### config.mk
export PLATFORM = sky130hd
export DESIGN_NAME = gpc_port
export DESIGN_NICKNAME = d
export VERILOG_FILES = /design/src/logic/gpc_pkg.sv /design/src/logic/gpc_pin_if.sv /design/src/logic/gpc_port.sv /design/src/logic/gpc_pin_drv.sv
export SDC_FILE = /design/constraint.sdc
export NUM_CORES = 1
export LEC_CHECK = 0
export ABC_CLOCK_PERIOD_IN_PS = 2300
export BUFFER_PORTS_ARGS = -buffer_cell sky130_fd_sc_hd__buf_2
export CAP_MARGIN = 10
export CORE_MARGIN = 5
export CORE_UTILIZATION = 52
export CTS_BUF_LIST = sky130_fd_sc_hd__clkbuf_4 sky130_fd_sc_hd__clkbuf_8
export DETAILED_ROUTE_END_ITERATION = 7
export PLACE_DENSITY = 0.82
export REMOVE_ABC_BUFFERS = 1
export SYNTH_ARGS = -nofsm -noshare
export SYNTH_HDL_FRONTEND = slang
export SYNTH_SLANG_ARGS = --single-unit
### constraint.sdc
create_clock -name clk_sys -period 2.3 [get_ports clk_sys]
set_input_delay 0.345 -clock clk_sys [delete_from_list [all_inputs] [get_ports clk_sys]]
set_output_delay 0.345 -clock clk_sys [all_outputs]
set_load 0.01 [all_outputs]
### src/logic/gpc_pkg.sv
package gpc_pkg;

    // Port geometry
    localparam int unsigned PINS      = 8;
    localparam int unsigned MODE_W    = 3;
    localparam int unsigned SEL_W     = 2;
    localparam int unsigned ADDR_W    = 5;
    localparam int unsigned DATA_W    = 32;

    // Register byte offsets
    localparam logic [4:0] OFS_OUT    = 5'h00;
    localparam logic [4:0] OFS_IN     = 5'h04;
    localparam logic [4:0] OFS_MODE   = 5'h08;
    localparam logic [4:0] OFS_IEN    = 5'h0c;
    localparam logic [4:0] OFS_EDGE   = 5'h10;
    localparam logic [4:0] OFS_STAT   = 5'h14;
    localparam logic [4:0] OFS_CFG    = 5'h18;
    localparam logic [4:0] OFS_FSEL   = 5'h1c;

    // Port configuration fields
    localparam int unsigned CFG_THRESH = 0;
    localparam int unsigned CFG_SLOW  = 1;
    localparam int unsigned CFG_HOLD  = 2;
    localparam int unsigned CFG_W     = 3;

    // Reset values
    localparam logic [7:0]  RST_OUT   = 8'h00;
    localparam logic [23:0] RST_MODE  = 24'h000000;
    localparam logic [7:0]  RST_IEN   = 8'h00;
    localparam logic [15:0] RST_EDGE  = 16'h0000;
    localparam logic [7:0]  RST_STAT  = 8'h00;
    localparam logic [2:0]  RST_CFG   = 3'h0;
    localparam logic [15:0] RST_FSEL  = 16'h0000;

    // Drive modes, in hardware encoding order
    typedef enum logic [2:0] {
        GPC_ANALOG,
        GPC_INPUT,
        GPC_WPU_SPD,
        GPC_SPU_WPD,
        GPC_OD_LOW,
        GPC_OD_HIGH,
        GPC_STRONG,
        GPC_WEAK
    } gpc_mode_t;

    // Interrupt edge selection
    typedef enum logic [1:0] {
        GPC_EDGE_OFF,
        GPC_EDGE_RISE,
        GPC_EDGE_FALL,
        GPC_EDGE_BOTH
    } gpc_edge_t;

    // Pin function matrix sources
    typedef enum logic [1:0] {
        GPC_FN_PORT,
        GPC_FN_PERIPH_A,
        GPC_FN_PERIPH_B,
        GPC_FN_ANALOG
    } gpc_fn_t;

endpackage

### src/logic/gpc_pin_if.sv
`timescale 1ns/10ps
interface gpc_pin_if;
    logic [2:0] mode;
    logic       data;
    logic       out;
    logic       oe;
    logic       pu;
    logic       pd;
    logic       ie;

    modport ctl (output mode, output data, input out, input oe, input pu, input pd, input ie);
    modport drv (input mode, input data, output out, output oe, output pu, output pd, output ie);
endinterface

### src/logic/gpc_port.sv
// The placing of the registers and the address-and-strobe port were chosen for this implementation.
`timescale 1ns/10ps
module gpc_port
(
    // Clock and reset
    input  wire logic        clk_sys,
    input  wire logic        rst,
    // Register port
    input  wire logic [4:0]  reg_addr,
    input  wire logic [31:0] reg_wdata,
    input  wire logic        reg_wr,
    input  wire logic        reg_rd,
    output logic      [31:0] reg_rdata,
    // Peripheral sources for the matrix
    input  wire logic [7:0]  periph_a_data,
    input  wire logic [7:0]  periph_b_data,
    // Power state
    input  wire logic        deep_pd,
    // Pads
    input  wire logic [7:0]  pad_in,
    output logic      [7:0]  pad_out,
    output logic      [7:0]  pad_oe,
    output logic      [7:0]  pad_pu,
    output logic      [7:0]  pad_pd,
    output logic      [7:0]  pad_ie,
    output logic      [7:0]  pad_analog,
    output logic             pad_low_voltage_ttl_threshold,
    output logic             pad_slew_slow,
    // Port interrupt request
    output logic             irq
);

    localparam int unsigned N = gpc_pkg::PINS;

    logic [N-1:0]   out_r, out_nxt;
    logic [23:0]    mode_r, mode_nxt;
    logic [N-1:0]   ien_r, ien_nxt;
    logic [15:0]    edge_r, edge_nxt;
    logic [N-1:0]   stat_r, stat_nxt;
    logic [2:0]     cfg_r, cfg_nxt;
    logic [15:0]    fsel_r, fsel_nxt;
    logic [N-1:0]   in_r, in_nxt;
    logic [N-1:0]   prev_r, prev_nxt;
    logic [31:0]    rdata_r, rdata_nxt;
    logic [N-1:0]   evt;
    logic [N-1:0]   clr;
    logic [N-1:0]   d_out, d_oe, d_pu, d_pd, d_ie, d_an;
    logic [N-1:0]   out_q, oe_q, pu_q, pd_q, ie_q, an_q;
    logic [N-1:0]   out_d, oe_d, pu_d, pd_d, ie_d, an_d;
    logic           hold_act;

    //////////////////////////////////////////////////////////////////////////
    // Register file

    always_comb
    begin
        out_nxt   = out_r;
        mode_nxt  = mode_r;
        ien_nxt   = ien_r;
        edge_nxt  = edge_r;
        cfg_nxt   = cfg_r;
        fsel_nxt  = fsel_r;
        clr       = '0;
        rdata_nxt = 32'h0000_0000;
        if (reg_wr)
        begin
            case (reg_addr)
                gpc_pkg::OFS_OUT:  out_nxt  = reg_wdata[7:0];
                gpc_pkg::OFS_MODE: mode_nxt = reg_wdata[23:0];
                gpc_pkg::OFS_IEN:  ien_nxt  = reg_wdata[7:0];
                gpc_pkg::OFS_EDGE: edge_nxt = reg_wdata[15:0];
                gpc_pkg::OFS_STAT: clr      = reg_wdata[7:0];
                gpc_pkg::OFS_CFG:  cfg_nxt  = reg_wdata[2:0];
                gpc_pkg::OFS_FSEL: fsel_nxt = reg_wdata[15:0];
                default:           clr      = '0;
            endcase
        end
        if (reg_rd)
        begin
            case (reg_addr)
                gpc_pkg::OFS_OUT:  rdata_nxt = {24'h000000, out_r};
                gpc_pkg::OFS_IN:   rdata_nxt = {24'h000000, in_r};
                gpc_pkg::OFS_MODE: rdata_nxt = {8'h00, mode_r};
                gpc_pkg::OFS_IEN:  rdata_nxt = {24'h000000, ien_r};
                gpc_pkg::OFS_EDGE: rdata_nxt = {16'h0000, edge_r};
                gpc_pkg::OFS_STAT: rdata_nxt = {24'h000000, stat_r};
                gpc_pkg::OFS_CFG:  rdata_nxt = {29'h00000000, cfg_r};
                gpc_pkg::OFS_FSEL: rdata_nxt = {16'h0000, fsel_r};
                default:           rdata_nxt = 32'h0000_0000;
            endcase
        end
        stat_nxt = (stat_r & ~clr) | evt;
        // sample pins with input buffer on
        in_nxt   = pad_in & ie_q;
        prev_nxt = in_r;
    end

    always_ff @(posedge clk_sys)
    begin
        if (rst)
        begin
            out_r   <= gpc_pkg::RST_OUT;
            mode_r  <= gpc_pkg::RST_MODE;
            ien_r   <= gpc_pkg::RST_IEN;
            edge_r  <= gpc_pkg::RST_EDGE;
            stat_r  <= gpc_pkg::RST_STAT;
            cfg_r   <= gpc_pkg::RST_CFG;
            fsel_r  <= gpc_pkg::RST_FSEL;
            in_r    <= '0;
            prev_r  <= '0;
            rdata_r <= 32'h0000_0000;
        end
        else
        begin
            out_r   <= out_nxt;
            mode_r  <= mode_nxt;
            ien_r   <= ien_nxt;
            edge_r  <= edge_nxt;
            stat_r  <= stat_nxt;
            cfg_r   <= cfg_nxt;
            fsel_r  <= fsel_nxt;
            in_r    <= in_nxt;
            prev_r  <= prev_nxt;
            rdata_r <= rdata_nxt;
        end
    end

    assign reg_rdata = rdata_r;

    //////////////////////////////////////////////////////////////////////////
    // Per-pin matrix, drive and edge detect

    // one slice per pin of the port
    generate
        for (genvar i = 0; i < N; i++)
        begin : g_slice
            gpc_pin_if pif ();
            logic [1:0] fsel;
            logic [1:0] esel;

            assign fsel = fsel_r[2*i +: 2];
            assign esel = edge_r[2*i +: 2];

            always_comb
            begin
                case (gpc_pkg::gpc_fn_t'(fsel))
                    gpc_pkg::GPC_FN_PORT:     pif.data = out_r[i];
                    gpc_pkg::GPC_FN_PERIPH_A: pif.data = periph_a_data[i];
                    gpc_pkg::GPC_FN_PERIPH_B: pif.data = periph_b_data[i];
                    default:                  pif.data = 1'b0;
                endcase
                d_an[i]  = (fsel == gpc_pkg::GPC_FN_ANALOG);
                pif.mode = d_an[i] ? gpc_pkg::GPC_ANALOG : mode_r[3*i +: 3];
            end

            gpc_pin_drv u_drv
            (
                .pin (pif.drv)
            );

            assign d_out[i] = pif.out;
            assign d_oe[i]  = pif.oe;
            assign d_pu[i]  = pif.pu;
            assign d_pd[i]  = pif.pd;
            assign d_ie[i]  = pif.ie;

            always_comb
            begin
                case (gpc_pkg::gpc_edge_t'(esel))
                    gpc_pkg::GPC_EDGE_RISE: evt[i] = in_r[i] & ~prev_r[i];
                    gpc_pkg::GPC_EDGE_FALL: evt[i] = ~in_r[i] & prev_r[i];
                    gpc_pkg::GPC_EDGE_BOTH: evt[i] = in_r[i] ^ prev_r[i];
                    default:                evt[i] = 1'b0;
                endcase
            end
        end
    endgenerate

    //////////////////////////////////////////////////////////////////////////
    // Pad registers and hold

    assign hold_act = deep_pd & cfg_r[gpc_pkg::CFG_HOLD];

    always_comb
    begin
        if (hold_act)
        begin
            out_d = out_q;
            oe_d  = oe_q;
            pu_d  = pu_q;
            pd_d  = pd_q;
            ie_d  = ie_q;
            an_d  = an_q;
        end
        else
        begin
            out_d = d_out;
            oe_d  = d_oe;
            pu_d  = d_pu;
            pd_d  = d_pd;
            ie_d  = d_ie;
            an_d  = d_an;
        end
    end

    always_ff @(posedge clk_sys)
    begin
        if (rst)
        begin
            out_q <= '0;
            oe_q  <= '0;
            pu_q  <= '0;
            pd_q  <= '0;
            ie_q  <= '0;
            an_q  <= '0;
        end
        else
        begin
            out_q <= out_d;
            oe_q  <= oe_d;
            pu_q  <= pu_d;
            pd_q  <= pd_d;
            ie_q  <= ie_d;
            an_q  <= an_d;
        end
    end

    assign pad_out    = out_q;
    assign pad_oe     = oe_q;
    assign pad_pu     = pu_q;
    assign pad_pd     = pd_q;
    assign pad_ie     = ie_q;
    assign pad_analog = an_q;

    assign pad_low_voltage_ttl_threshold = cfg_r[gpc_pkg::CFG_THRESH];
    assign pad_slew_slow = cfg_r[gpc_pkg::CFG_SLOW];

    // enabled flags merge to one request
    assign irq = |(stat_r & ien_r);

    //////////////////////////////////////////////////////////////////////////
    // Assertions

    reset_analog_a : assert property (@(posedge clk_sys) rst |=> (pad_oe == 8'h00) && (pad_ie == 8'h00)
        && (pad_pu == 8'h00) && (pad_pd == 8'h00))
        else $error("pins not analog after reset");

    out_readback_a : assert property (@(posedge clk_sys) disable iff (rst)
        reg_wr && reg_addr == gpc_pkg::OFS_OUT ##1 reg_rd && reg_addr == gpc_pkg::OFS_OUT
        |=> reg_rdata[7:0] == $past(reg_wdata[7:0], 2))
        else $error("output value readback wrong");

    in_sample_a : assert property (@(posedge clk_sys) disable iff (rst)
        pad_ie[0] |=> in_r[0] == $past(pad_in[0]))
        else $error("input state not sampled");

    irq_merge_a : assert property (@(posedge clk_sys) disable iff (rst)
        evt[0] && ien_r[0] && !$past(rst) |=> irq)
        else $error("enabled event gave no request");

    strong_drive_a : assert property (@(posedge clk_sys) disable iff (rst)
        !hold_act && mode_r[2:0] == gpc_pkg::GPC_STRONG && fsel_r[1:0] == gpc_pkg::GPC_FN_PORT
        |=> pad_oe[0] && pad_out[0] == $past(out_r[0]))
        else $error("strong mode not driving stored value");

    od_low_a : assert property (@(posedge clk_sys) disable iff (rst)
        !hold_act && mode_r[2:0] == gpc_pkg::GPC_OD_LOW && fsel_r[1:0] == gpc_pkg::GPC_FN_PORT && out_r[0]
        |=> !pad_oe[0])
        else $error("open drain low drove a one");

    hold_keep_a : assert property (@(posedge clk_sys) disable iff (rst)
        hold_act ##1 hold_act |-> $stable(pad_oe) && $stable(pad_out) && $stable(pad_pu))
        else $error("pad changed while held");

    thresh_sel_a : assert property (@(posedge clk_sys) disable iff (rst)
        reg_wr && reg_addr == gpc_pkg::OFS_CFG
        |=> pad_low_voltage_ttl_threshold == $past(reg_wdata[gpc_pkg::CFG_THRESH]))
        else $error("threshold select not applied");

    slew_sel_a : assert property (@(posedge clk_sys) disable iff (rst)
        reg_wr && reg_addr == gpc_pkg::OFS_CFG |=> pad_slew_slow == $past(reg_wdata[gpc_pkg::CFG_SLOW]))
        else $error("slew select not applied");

    matrix_analog_a : assert property (@(posedge clk_sys) disable iff (rst)
        !hold_act && fsel_r[1:0] == gpc_pkg::GPC_FN_ANALOG |=> pad_analog[0] && !pad_oe[0] && !pad_ie[0])
        else $error("analog selection left buffers on");

    flag_set_wins_a : assert property (@(posedge clk_sys) disable iff (rst)
        evt[0] && reg_wr && reg_addr == gpc_pkg::OFS_STAT && reg_wdata[0] |=> stat_r[0])
        else $error("event lost against clear");

endmodule

### src/logic/gpc_pin_drv.sv
`timescale 1ns/10ps
module gpc_pin_drv
(
    // Pin control
    gpc_pin_if.drv pin
);

    always_comb
    begin
        pin.out = pin.data;
        pin.oe  = 1'b0;
        pin.pu  = 1'b0;
        pin.pd  = 1'b0;
        pin.ie  = 1'b1;
        case (gpc_pkg::gpc_mode_t'(pin.mode))
            gpc_pkg::GPC_ANALOG:
            begin
                pin.ie = 1'b0;
            end
            gpc_pkg::GPC_INPUT:
            begin
                pin.ie = 1'b1;
            end
            gpc_pkg::GPC_WPU_SPD:
            begin
                pin.pu = pin.data;
                pin.oe = ~pin.data;
            end
            gpc_pkg::GPC_SPU_WPD:
            begin
                pin.oe = pin.data;
                pin.pd = ~pin.data;
            end
            gpc_pkg::GPC_OD_LOW:
            begin
                pin.oe = ~pin.data;
            end
            gpc_pkg::GPC_OD_HIGH:
            begin
                pin.oe = pin.data;
            end
            gpc_pkg::GPC_STRONG:
            begin
                pin.oe = 1'b1;
            end
            gpc_pkg::GPC_WEAK:
            begin
                pin.pu = pin.data;
                pin.pd = ~pin.data;
            end
            default:
            begin
                pin.ie = 1'b0;
            end
        endcase
    end

endmodule

==> summary.md <==
| Metric | Value |
|---|---|
| Pins Over Slew Limit | 0 |
| Vias in the first global route | 6687 |
| Area leader, netlist | dfxtp_1 |
| Routed Antenna Nets | 0 |
| CTS max path bufs | 2 |
| Core Area | 14400 µm² |
| Slew of the pin with the lowest slew margin | 0.509 ns |
| Clock root cell | clkbuf_8 |
| Tmin final | 1.71 ns |
| Placement Cell Area | 8330 µm² |
| # diodes | 0 |
| Setup bufs post-CTS | 0 |
| Crit-path cells | a22oi_1, nand4_1, buf_2 |
| Final worst path period share | 74.5% |
| CTS tree | yes |
| Site row count | 44 |
| GPL Wtd Cong | 0.922 |
| CTS Sinks | 171 |
| Mean Syn Cell Area | 8.39 µm² |
| Setup TNS | 0 ns |
| Nets | 1099 |
| Drt drc | 0 |
| H-Tree Depth | 4 |
| Critical path type | reg -> out |
| Filler cells | 1280 |
| Leakage power | 3.43 nW |
| Yosys reg bits | 171 |
| R2R depth | 4 |
| Routed WL per cell | 17.0 µm |
| RSZ-0062 raised after global routing | false |
| Die ar. | 17100 µm² |
| Hold Slack | 0.104 ns |
| First-pass GRT wire length | 32.7 mm |
| Initial antenna violation count | 0 |
| DR vias/cell | 5.80 |
| Clk Latency, worst-skew pair | 0.46 ns |
| Worst r2r dst | pad_oe[1]$_SDFFE_PP0N_ |
| Reg area | 3420 µm² |
| FF-to-FF setup slack | 0.70 ns |
| Pwr Total | 5.33 mW |
| CP bufs+invs | 1 |
| Top cells by area, synth | dfxtp_1 (45%), nand2_1 (8.5%), a21oi_1 (7.8%) |
| Fraction of layout cells with a size suffix above 1 | 21.1% |
| Initial Util | 52.4% |
| Slew margin rel. | 65.8% |
| Hold Buf Count CTS | 0 |
| Clock transition at path regs | 0.09 ns |
| Gr ovfl total | 0 |
| IR Drop Worst-Case VDD | 0.382 mV |
| Critical Path End Type | output pin |
| Sequential area share after synthesis | 45.3% |
| Top cell type's share of synthesized area | 45.3% |
| Netlist Area Pre-Place | 7560 µm² |
| Multi-input combinational cell area | 3690 µm² |
| Crit path max fanout | 3 |
| Max stage delay cell, worst path | dfxtp_1 |
| DR iter-0 viols | 761 |
| Pin count of the biggest net entering global routing | 64 |
| Top Ports | 149 |
| HP Class | in -> reg |
| Routed WL | 20.6 mm |
| Max Cap Viol | 0 |
| Synth Instances | 901 |
| Port bufs | 132 |
| Non-filler cells, final | 1214 |
| PD cells | 611 nW/µm² |
| Final setup violation count | 0 |
| Chip width | 131 µm |
| # resized after CTS | 0 |
| Syn. warnings | 0 |
| Die Height | 131 µm |
| Yosys cell types | 51 |
| Final Cell Area | 8720 µm² |
| Inst Count DP | 1182 |
| CP startpoint kind | flop |
| Final worst slack | 0.586 ns |
| Clock Skews | 0.0112 ns |
| CP Data Required Time | 1.96 ns |
| Routed vias | 7039 |
| GRT Overall Usage | 24.2% |
| TritonCTS Buffers | 17 |
| Final hold violation count | 0 |
| DR pass1 iterations | 6 |
| Hold Path Origin | pad_in[7] |
| Crit path largest cell delay | 0.35 ns |
| Worst reg2reg startpoint | fsel_r[3]$_SDFFE_PP0P_ |
| Hold depth | 3 |
| CP arrival | 1.37 ns |
| Hold EP | in_r[7]$_SDFF_PP0_ |
| Outcome | finished clean |
| Fmax | 0.583 GHz |
| Area Overhead vs Synth | 15.3% |
| Cell family with most CP delay | flip-flops |
| Final Core Density | 60.5% |
| Setup slack at placement | 0.274 ns |
| Dpl hpwl | 14.4 mm |
[worst max-delay path by stage]
stage                                startpoint                  endpoint  slack, ns  cells after the start
after global placement              reg_addr[3]  reg_rdata[17]$_SDFF_PP0_       0.32                      5
after CTS                  stat_r[5]$_SDFF_PP0_                       irq       0.58                      3
after floorplan           cfg_r[2]$_SDFFE_PP0P_    pad_oe[7]$_SDFFE_PP0N_       0.43                      3
after detailed placement            reg_addr[3]  reg_rdata[18]$_SDFF_PP0_       0.27                      5
after global routing       stat_r[5]$_SDFF_PP0_                       irq       0.55                      3
final                      stat_r[5]$_SDFF_PP0_                       irq       0.59                      3
[final cells by class]
cell class | instances | share of cell area (%)
tap | 184 | 2.64
multi-input combinational | 641 | 42.3
sequential | 171 | 39.2
clock inverter | 9 | 0.975
inverter | 33 | 1.42
clock buffer | 23 | 3.56
timing repair buffer | 153 | 9.84
[worst min-delay path: cells and delay by family]
family	cells	cell delay (ns)
simple gates	2	0.11
buf+inv	1	0.07
[registers in the layout, summed over array words and instances, names as in the netlist]
register    cells
stat_r          8
pad_pd          8
pad_analog      8
prev_r          8
edge_r         16
in_r            8
reg_rdata      24
pad_oe          8
out_r           8
cfg_r           3
pad_pu          8
pad_ie          8
ien_r           8
pad_out         8
fsel_r         16
mode_r         24
[power breakdown]
part	switching, mW	total (mW)	leakage [nW]	internal, mW
clock network	1.07	2.08	0.198	1.01
registers	0.0165	2.99	1.38	2.97
logic	0.166	0.253	1.85	0.0868
[metal layers]
layer / global-route usage, % / wire length (µm) / vias to the layer above
li1: - / - / 3345
met1: 30.4 / 8260 / 3325
met2: 39.8 / 9940 / 322
met3: 5.57 / 1790 / 47
met4: 10.8 / 619 / 0
met5: 0 / 0 / -
[synth_stat cells (all sizes together)]
cell	n
nand2	172
dfxtp	171
a21oi	118
nor2	62
nand3	50
buf	37
inv	33
clkbuf	26
mux2i	26
a22oi	23
and3	19
ha	16
o21ai	16
and2	15
or4b	13
xnor2	10
nor3b	9
a221oi	8
a22o	8
a31oi	8
nand3b	8
o211ai	8
o311ai	8
or2	8
or3	7
a32oi	5
mux2	3
and4bb	2
nand4	2
nor4	2
a41oi	1
and3b	1
conb	1
nor2b	1
nor3	1
nor4b	1
o31a	1
o41ai	1
[cells in the final DEF, fill, tap and decap left out, drive strengths merged, types with 2 or more instances in the layout]
| cell | instances |
|---|---|
| a221oi | 8 |
| clkbuf | 23 |
| conb | 8 |
| o311ai | 8 |
| or2 | 8 |
| or4b | 13 |
| nor4 | 2 |
| or3 | 7 |
| clkinv | 3 |
| nand2 | 172 |
| nor3b | 9 |
| nand4 | 2 |
| and4bb | 2 |
| a21oi | 118 |
| nand3 | 50 |
| a22oi | 23 |
| o211ai | 8 |
| dfxtp | 171 |
| and2 | 15 |
| nand3b | 8 |
| inv | 35 |
| mux2i | 26 |
| o21ai | 16 |
| a32oi | 5 |
| clkinvlp | 3 |
| nor2 | 62 |
| buf | 153 |
| mux2 | 3 |
| xnor2 | 10 |
| and3 | 19 |
| ha | 16 |
| a22o | 8 |
| a31oi | 8 |
[kinds of logic after synthesis]
family | share of synthesized area, %
other | 0.0496
flip-flops | 45.3
AO/OA/AOI/OAI | 16.6
multiplexers | 3.89
adder cells (fa/ha/maj) | 2.65
XOR/XNOR | 1.16
AND/OR/NAND/NOR | 24.1
buffers and inverters | 6.30
(Power assumes the default switching activity.)
